--- src/rtl/pcb_pkg.sv ---
// Register map, reset patterns and sizes of the port control bank
//
// Behaviour
// [RQ1] Analog-output pins of port 14 reset to input, no pull-up.
// [RQ2] Each pin: input, pulled-up input, latch output or alternate output.
// [RQ3] Port 12 is input only, no direction or alternate register.
// [RQ4] Every output latch resets to zero on any reset source.
// [RQ5] Data read returns the synchronised pin level for input bits.
// [RQ6] Data read returns the latch for plain output bits.
// [RQ7] A data write updates every latch bit, input or output.
// [RQ8] Port 12 data register is read only and returns pin levels.
// [RQ9] Read-modify-write stores sampled pin levels into input-bit latches.
// [RQ10] Direction registers reset to zero, all pins input; with the strap low, ports 0 to 4 load the bus pattern instead.
// [RQ11] Strap low at reset makes external bus pins outputs.
// [RQ12] Ports 0 to 4 reset to zero or bus pattern by strap.
// [RQ13] Direction bit zero means input, one means output.
// [RQ14] Unimplemented bit positions store nothing and read zero.
// [RQ15] Alternate bit: pull-up when input, alternate source when output.
// [RQ16] Alternate output without an assigned function drives zero.
// [RQ17] Data read of an alternate output bit returns alternate data.
// [RQ18] Alternate registers reset to zero except bus pins, strap low.
// [RQ19] All reset sources merge into one synchronous internal reset.
// [RQ20] Output enable equals direction bit; data from latch or alternate.
package pcb_pkg;

  localparam int PCB_NPORT = 14;
  localparam int PCB_AW    = 16;
  localparam int PCB_DW    = 8;

  typedef logic [PCB_DW-1:0] pcb_byte_t;

  // Index order: ports 0..11, then 14, 15
  localparam logic [15:0] PCB_LATCH_ADDR [PCB_NPORT] = '{
    16'h0018, 16'h0019, 16'h001A, 16'h001B, 16'h001C, 16'h001D,
    16'h001E, 16'h001F, 16'h00B8, 16'h00B9, 16'h00BA, 16'h00BB,
    16'h00BE, 16'h00BF};
  localparam logic [15:0] PCB_DIR_ADDR [PCB_NPORT] = '{
    16'h0020, 16'h0021, 16'h0022, 16'h0023, 16'h0024, 16'h0025,
    16'h0026, 16'h0027, 16'h00C0, 16'h00C1, 16'h00C2, 16'h00C3,
    16'h00C4, 16'h00C5};
  localparam logic [15:0] PCB_ALT_ADDR [PCB_NPORT] = '{
    16'h0028, 16'h0029, 16'h002A, 16'h002B, 16'h002C, 16'h002D,
    16'h002E, 16'h002F, 16'h00C8, 16'h00C9, 16'h00CA, 16'h00CB,
    16'h00C6, 16'h00C7};
  localparam logic [15:0] PCB_ANALOG_ADDR = 16'h00BC;

  localparam pcb_byte_t PCB_LATCH_RST = 8'h00;
  localparam pcb_byte_t PCB_DIR_RST   = 8'h00;
  localparam pcb_byte_t PCB_ALT_RST   = 8'h00;

  // Reset patterns with the external access strap low
  localparam pcb_byte_t PCB_DIR_EXT [PCB_NPORT] = '{
    8'hFF, 8'hFF, 8'h0F, 8'h02, 8'hFF, 8'h00, 8'h00,
    8'h00, 8'h00, 8'h00, 8'h00, 8'h00, 8'h00, 8'h00};
  localparam pcb_byte_t PCB_ALT_EXT [PCB_NPORT] = '{
    8'hFF, 8'hFF, 8'h0F, 8'h03, 8'hFF, 8'h00, 8'h00,
    8'h00, 8'h00, 8'h00, 8'h00, 8'h00, 8'h00, 8'h00};

  // Implemented bits per port
  localparam pcb_byte_t PCB_IMPL [PCB_NPORT] = '{
    8'hFF, 8'hFF, 8'hFF, 8'h0F, 8'hFF, 8'hFF, 8'hFF,
    8'hFF, 8'hFF, 8'hFF, 8'hFF, 8'h0F, 8'hFF, 8'hFF};

  localparam int        PCB_ANALOG_OUT_PORT = 12;
  localparam pcb_byte_t PCB_ANALOG_OUT_BITS = 8'hC0;

endpackage

--- src/rtl/pcb_pad_cell.sv ---
// Pin synchroniser and pad drive for one eight-bit port
`timescale 1ns/1ps
`default_nettype none
module pcb_pad_cell #(
  parameter logic [7:0] ALT_PRESENT = 8'hFF
) (
  input  wire logic       core_clk,
  input  wire logic       arst_n,
  input  wire logic       clk_en,
  input  wire logic [7:0] pad_in,
  input  wire logic [7:0] latch,
  input  wire logic [7:0] dir,
  input  wire logic [7:0] alt_sel,
  input  wire logic [7:0] alt_src,
  output logic      [7:0] pin_level_q,
  output logic      [7:0] pad_out_q,
  output logic      [7:0] pad_oe_q,
  output logic      [7:0] pad_pullup_q,
  output logic      [7:0] read_data
);

  logic [7:0] meta_q;
  wire  [7:0] alt_gated;
  wire  [7:0] drive_d;

  assign alt_gated = alt_src & ALT_PRESENT; // RQ16
  assign drive_d   = (alt_sel & alt_gated) | (~alt_sel & latch); // RQ20
  // RQ5 RQ6 RQ17
  assign read_data = (~dir & pin_level_q) | (dir & drive_d);

  always_ff @(posedge core_clk or negedge arst_n) begin
    if (!arst_n) begin
      meta_q       <= 8'h00;
      pin_level_q  <= 8'h00;
      pad_out_q    <= 8'h00;
      pad_oe_q     <= 8'h00;
      pad_pullup_q <= 8'h00;
    end else if (clk_en) begin
      meta_q       <= pad_in;
      pin_level_q  <= meta_q;
      pad_out_q    <= drive_d;
      pad_oe_q     <= dir; // RQ13 RQ20
      pad_pullup_q <= ~dir & alt_sel; // RQ2 RQ15
    end
  end

endmodule
`default_nettype wire

--- src/rtl/pcb_port_bank.sv ---
// Port control bank: special function registers, reset merge, pads
`timescale 1ns/1ps
`default_nettype none
module pcb_port_bank #(
  parameter logic [pcb_pkg::PCB_NPORT-1:0][7:0] ALT_PRESENT = '1
) (
  input  wire logic                         core_clk,
  input  wire logic                         arst_n,
  input  wire logic                         clk_en,
  input  wire logic                         reset_pin_n,
  input  wire logic                         break_instruction,
  input  wire logic                         watchdog_overflow,
  input  wire logic                         opcode_trap,
  input  wire logic                         external_access_strap_n,
  input  wire logic [15:0]                  sfr_addr,
  input  wire logic                         sfr_wr,
  input  wire logic                         sfr_rd,
  input  wire logic [7:0]                   sfr_wdata,
  output logic      [7:0]                   sfr_rdata_q,
  output logic                              sfr_rd_valid_q,
  output logic                              sys_reset_q,
  input  wire logic [pcb_pkg::PCB_NPORT-1:0][7:0] pad_in,
  output wire logic [pcb_pkg::PCB_NPORT-1:0][7:0] pad_out,
  output wire logic [pcb_pkg::PCB_NPORT-1:0][7:0] pad_oe,
  output wire logic [pcb_pkg::PCB_NPORT-1:0][7:0] pad_pullup,
  input  wire logic [pcb_pkg::PCB_NPORT-1:0][7:0] alt_out_data,
  output wire logic [pcb_pkg::PCB_NPORT-1:0][7:0] alt_in_data,
  input  wire logic [7:0]                   analog_pad_in
);

  localparam int NP = pcb_pkg::PCB_NPORT;

  logic [1:0] rst_pin_sync_q;
  logic [1:0] strap_sync_q;
  logic [7:0] analog_meta_q;
  logic [7:0] analog_level_q;

  wire reset_req;
  wire ea_low;
  wire hit_analog;
  wire run;

  wire  [NP-1:0][7:0] latch_w;
  wire  [NP-1:0][7:0] dir_w;
  wire  [NP-1:0][7:0] alt_w;
  wire  [NP-1:0][7:0] cell_rd_w;
  wire  [NP-1:0]      hit_latch_w;
  wire  [NP-1:0]      hit_dir_w;
  wire  [NP-1:0]      hit_alt_w;
  logic [7:0]         rdata_d;

  // Pins pass two flops before use
  always_ff @(posedge core_clk or negedge arst_n) begin
    if (!arst_n) begin
      rst_pin_sync_q <= 2'b00;
      strap_sync_q   <= 2'b11;
      analog_meta_q  <= 8'h00;
      analog_level_q <= 8'h00;
    end else if (clk_en) begin
      rst_pin_sync_q <= {rst_pin_sync_q[0], reset_pin_n};
      strap_sync_q   <= {strap_sync_q[0], external_access_strap_n};
      analog_meta_q  <= analog_pad_in; // RQ3
      analog_level_q <= analog_meta_q;
    end
  end

  // Break, watchdog and trap share this clock, so they skip the sync
  // One internal reset from all four sources
  assign reset_req = ~rst_pin_sync_q[1] | break_instruction
                   | watchdog_overflow | opcode_trap; // RQ19

  // Reset held out of asynchronous reset until the pin sync settles
  always_ff @(posedge core_clk or negedge arst_n) begin
    if (!arst_n) begin
      sys_reset_q <= 1'b1;
    end else if (clk_en) begin
      sys_reset_q <= reset_req; // RQ19
    end
  end

  // Strap is sampled on every cycle of the internal reset
  assign ea_low     = ~strap_sync_q[1]; // RQ11 RQ12
  assign run        = clk_en & ~sys_reset_q;
  assign hit_analog = sfr_addr == pcb_pkg::PCB_ANALOG_ADDR;

  for (genvar p = 0; p < NP; p++) begin : g_port
    localparam logic [7:0] IMPL = pcb_pkg::PCB_IMPL[p];

    logic [7:0] latch_q;
    logic [7:0] dir_q;
    logic [7:0] alt_q;
    wire  [7:0] dir_init;
    wire  [7:0] alt_init;
    wire  [7:0] wmask;

    assign hit_latch_w[p] = sfr_addr == pcb_pkg::PCB_LATCH_ADDR[p];
    assign hit_dir_w[p]   = sfr_addr == pcb_pkg::PCB_DIR_ADDR[p];
    assign hit_alt_w[p]   = sfr_addr == pcb_pkg::PCB_ALT_ADDR[p];
    assign wmask          = sfr_wdata & IMPL; // RQ14

    // RQ12 RQ18
    assign dir_init = ea_low ? pcb_pkg::PCB_DIR_EXT[p]
                             : pcb_pkg::PCB_DIR_RST;
    assign alt_init = ea_low ? pcb_pkg::PCB_ALT_EXT[p]
                             : pcb_pkg::PCB_ALT_RST;

    always_ff @(posedge core_clk or negedge arst_n) begin
      if (!arst_n) begin
        latch_q <= pcb_pkg::PCB_LATCH_RST;
        dir_q   <= pcb_pkg::PCB_DIR_RST;
        alt_q   <= pcb_pkg::PCB_ALT_RST;
      end else if (clk_en) begin
        if (sys_reset_q) begin
          latch_q <= pcb_pkg::PCB_LATCH_RST; // RQ4
          dir_q   <= dir_init & IMPL; // RQ1 RQ10 RQ11
          alt_q   <= alt_init & IMPL; // RQ1 RQ18
        end else if (sfr_wr) begin
          // Implemented bits stored, input bits too; a read-modify-write gives them the pin level
          if (hit_latch_w[p]) latch_q <= wmask; // RQ7 RQ9
          if (hit_dir_w[p])   dir_q   <= wmask; // RQ13
          if (hit_alt_w[p])   alt_q   <= wmask; // RQ15
        end
      end
    end

    assign latch_w[p] = latch_q;
    assign dir_w[p]   = dir_q;
    assign alt_w[p]   = alt_q;

    pcb_pad_cell #(
      .ALT_PRESENT (ALT_PRESENT[p])
    ) u_cell (
      .core_clk     (core_clk),
      .arst_n       (arst_n),
      .clk_en       (clk_en),
      .pad_in       (pad_in[p]),
      .latch        (latch_q),
      .dir          (dir_q),
      .alt_sel      (alt_q),
      .alt_src      (alt_out_data[p]),
      .pin_level_q  (alt_in_data[p]),
      .pad_out_q    (pad_out[p]),
      .pad_oe_q     (pad_oe[p]),
      .pad_pullup_q (pad_pullup[p]),
      .read_data    (cell_rd_w[p])
    );
  end

  // Read mux; unmapped addresses return zero
  always_comb begin
    rdata_d = hit_analog ? analog_level_q : 8'h00; // RQ8
    for (int i = 0; i < NP; i++) begin
      if (hit_latch_w[i])
        rdata_d = rdata_d | (cell_rd_w[i] & pcb_pkg::PCB_IMPL[i]);
      if (hit_dir_w[i])
        rdata_d = rdata_d | dir_w[i];
      if (hit_alt_w[i])
        rdata_d = rdata_d | alt_w[i];
    end
  end

  // Read answer one cycle after the strobe, held until the next read
  always_ff @(posedge core_clk or negedge arst_n) begin
    if (!arst_n) begin
      sfr_rdata_q    <= 8'h00;
      sfr_rd_valid_q <= 1'b0;
    end else if (clk_en) begin
      sfr_rd_valid_q <= sfr_rd;
      if (sfr_rd) sfr_rdata_q <= rdata_d; // RQ5 RQ6 RQ8 RQ17
    end
  end

  // One write check per port register, unimplemented bits masked
  for (genvar k = 0; k < NP; k++) begin : g_chk

  end
endmodule
`default_nettype wire

--- config.mk ---
export PLATFORM = sky130hd
export DESIGN_NAME = pcb_port_bank
export DESIGN_NICKNAME = d
export VERILOG_FILES = /design/src/rtl/pcb_pkg.sv /design/src/rtl/pcb_pad_cell.sv /design/src/rtl/pcb_port_bank.sv
export SDC_FILE = /design/constraint.sdc
export NUM_CORES = 2
export LEC_CHECK = 0
export BUFFER_PORTS_ARGS = -buffer_cell sky130_fd_sc_hd__buf_4
export CAP_MARGIN = 5
export CORE_MARGIN = 2
export CORE_UTILIZATION = 30
export CTS_BUF_LIST = sky130_fd_sc_hd__clkbuf_4 sky130_fd_sc_hd__clkbuf_8 sky130_fd_sc_hd__clkbuf_16
export CTS_CLUSTER_SIZE = 14
export DETAILED_ROUTE_END_ITERATION = 10
export PLACE_DENSITY = 0.61
export SLEW_MARGIN = 20
export SYNTH_ARGS = -nofsm -noshare
export SYNTH_HDL_FRONTEND = slang
export SYNTH_SLANG_ARGS = --single-unit
--- constraint.sdc ---
create_clock -name core_clk -period 1.92 [get_ports core_clk]
set_input_delay 0 -clock core_clk [delete_from_list [all_inputs] [get_ports core_clk]]
set_output_delay 0 -clock core_clk [all_outputs]
set_load 0.01 [all_outputs]
==> flow_metrics.tcl <==
set metrics [dict create \
    outcome "finished, violations left" \
    violations "design-rule violations, negative setup slack" \
    hold_viol_final 0 \
    cellPowerDensity_nw_per_um2 918.7 \
    die_area_um2 127600 \
    io_pins 724 \
    cts_tree "done" \
    final_nets 5082 \
    arrival_ns 2.80 \
    power_frac_clock_pct 38.6 \
    cts_max_level 3 \
    synth_edf_count 0 \
    worst_clock_skew_ns 0.02507 \
    grt_pass1_wl_mm 255.4 \
    peakVddDrop_mv 0.7020 \
    slew_violations 0 \
    seqPwrFrac_pct 41.9 \
    placed_cells 6048 \
    rsz0062_at_grt "yes" \
    path_clk_slew_ns 0.06 \
    period_needed_ns 2.203 \
    synth_seq_area_share_pct 58.72 \
    syn_area_um2 37420 \
    synth_commonest_cells "875 x dfrtp_1, 382 x mux2_2, 357 x o21ai_0, 306 x nand2_1, 225 x nor2_1" \
    wl_per_cell_um 28.23 \
    hold_path.class "in2reg" \
    syn2layout_area_growth_pct 52.35 \
    grt_pass1_vias 32977 \
    die_w_um 357.2 \
    p_switching_mw 15.39 \
    yosys-top-cells-area "dfrtp_1 59%, mux2_2 11%, o21ai_0 4.8%" \
    avgSynthCellArea_um2 11.47 \
    via_per_inst 5.059 \
    dr.pass1.iters 11 \
    clk_latency_ns 0.72 \
    ys.flop_type "dfrtp_1" \
    place.gp.congestion 0.9926 \
    cp-end-kind "flip-flop" \
    ys_ff_latch 878 \
    crit_path_max_incr_delay_ns 0.43 \
    root_buffer "clkbuf_16" \
    setup_viol 7 \
    hpwl_mm 144.3 \
    die_h_um 357.2 \
    synthArstFlopShare_pct 100.0 \
    hold_ws_ns 0.05345 \
    ys_types 64 \
    fin_ws_ns -0.2828 \
    cp_max_fo 2 \
    portBuffers 691 \
    p_int_mw 36.99 \
    cp_slowest_cell "or4_4" \
    drv_cap 0 \
    numCtsBuffers 100 \
    drive_gt1_share_pct 43.23 \
    swShare_pct 29.38 \
    fin_setup_tns_ns -0.8996 \
    crit_chain "mux2i_2 -> a21oi_2 -> a22oi_2 -> buf_4 -> nand4_1 -> or4_4 -> o32a_1" \
    place_ws_ns -0.5589 \
    antenna_found_initial 28 \
    postRouteWirelength_mm 184.8 \
    clock-sinks 878 \
    drt-initial-drc-count 2922 \
    fin_util_pct 46.05 \
    antenna_left 0 \
    final_area_um2 57010 \
    post-synth-top-count-cell "dfrtp_1" \
    p_comb_share_pct 19.5 \
    grt_usage_pct 28.51 \
    drc_errors 82 \
    vias 33108 \
    cp-start-kind "flip-flop" \
    clockBufferDepth 3 \
    power_leakage_nw 26.36 \
    initial_core_util_pct 30.23 \
    yosysTopAreaCellShare_pct 58.51 \
    synthCells 3263 \
    yosysWarningCount 0 \
    finalCritPeriodShare_pct 114.7 \
    core_area_um2 123800 \
    worst_pin_slew_ns 0.7616 \
    dpl_cell_area_um2 49890 \
    synth_top_area_cell "dfrtp_1" \
    n_fill_cell 11422 \
    power_mw 52.37 \
    crit_required_ns 2.52 \
    grt_max_degree 140 \
    relSlewSlack_pct 49.22 \
    num_rows 129 \
    fmax_mhz 454.0 \
    crit_type "reg2reg" \
    grt.overflow.total 0 \
    fin_cells 6545 \
]
## layout make-up
class                           instances  area (um2)  share of cell area, %
Antenna cell                           11       27.53                0.04828
Sequential cell                       878       21990                  38.57
Clock inverter                         39       445.4                 0.7813
Inverter                              113       424.2                 0.7440
Timing Repair Buffer                 1636       14030                  24.61
Clock buffer                          144        3033                  5.320
Tap cell                             1637        2048                  3.593
Multi-Input combinational cell       2087       15010                  26.34
## final timing paths
| check | slack (ns) | from | endpoint | cells past startpoint |
|---|---|---|---|---|
| max reg2reg | -0.28 | g_port[4].alt_q[6]$_DFFE_PN0P_ | sfr_rdata_q[6]$_DFFE_PN0P_ | 7 |
| min reg2reg | 0.48 | g_port[0].latch_q[4]$_DFFE_PN0P_ | g_port[0].latch_q[4]$_DFFE_PN0P_ | 2 |
| min in group asynchronous | 0.54 | arst_n | g_port[11].u_cell.meta_q[2]$_DFFE_PN0P_ | 4 |
| max | -0.28 | g_port[4].alt_q[6]$_DFFE_PN0P_ | sfr_rdata_q[6]$_DFFE_PN0P_ | 7 |
| max in group asynchronous | 0.77 | arst_n | g_port[2].u_cell.meta_q[1]$_DFFE_PN0P_ | 4 |
| min | 0.05 | pad_in[74] | g_port[9].u_cell.meta_q[2]$_DFFE_PN0P_ | 3 |
## cell families after synthesis
family | count (synthesis) | share of synthesized area [%]
simple gates | 785 | 11.18
compound gates | 792 | 12.11
mux | 486 | 14.28
buf+inv | 321 | 3.705
flops | 878 | 58.72
other cells | 1 | 0.01002
## per-layer routing
layer	global-route usage [%]	wire length, um
met1	36.67	75900
met2	45.78	86170
met3	7.306	14540
met4	11.54	8067
met5	0	75
## worst max-delay path, delay by kind of cell, from the launching register on
family / cells / cell delay (ns)
compound gates: 3 / 0.73
simple gates: 2 / 0.50
flops: 1 / 0.41
mux: 1 / 0.27
buf+inv: 1 / 0.17
## repair_timing
action,4_1_cts,5_1_grt
setup buffers,23,10
endpoints found under the setup margin,72,129
pin swaps,33,17
endpoints found under the hold margin,1374,0
resized for setup,95,36
gates cloned,1,0
hold buffers,270,0
## flip-flops by register name (all words and copies together), names as in the netlist, 2 cells and up
register                    flops
analog_level_q                  8
analog_meta_q                   8
g_port.alt_q                  104
g_port.dir_q                  104
g_port.latch_q                104
g_port.u_cell.meta_q          112
g_port.u_cell.pad_oe_q        104
g_port.u_cell.pad_out_q       104
g_port.u_cell.pad_pullup_q    104
g_port.u_cell.pin_level_q     112
rst_pin_sync_q                  2
sfr_rdata_q                     8
strap_sync_q                    2
## power groups by stage
stage               sequential [mW]  combinational, mW  clock [mW]
floorplan                      22.1               2.86           0
global placement               22.2               9.29           0
detailed placement             22.2               9.35           0
CTS                            21.9               10.1        20.6
global route                   22.1               10.8        21.3
finish                         21.9               10.2        20.2
## layout by cell type (no fill, tap or decap), drive strengths merged, types with 21 or more instances in the layout
cell type / Yosys / layout
nor2: 230 / 230
inv: 113 / 118
a21oi: 211 / 211
o211ai: 21 / 21
nand3b: 93 / 93
o21ai: 391 / 391
dlygate4sd3: 0 / 269
nor2b: 21 / 21
clkinv: 0 / 21
dfrtp: 875 / 875
nor4: 41 / 41
conb: 1 / 24
mux2i: 104 / 104
mux2: 382 / 382
a22oi: 77 / 77
nand4: 22 / 22
buf: 69 / 1367
nand2: 306 / 306
clkbuf: 139 / 144
(Power assumes the default switching activity.)
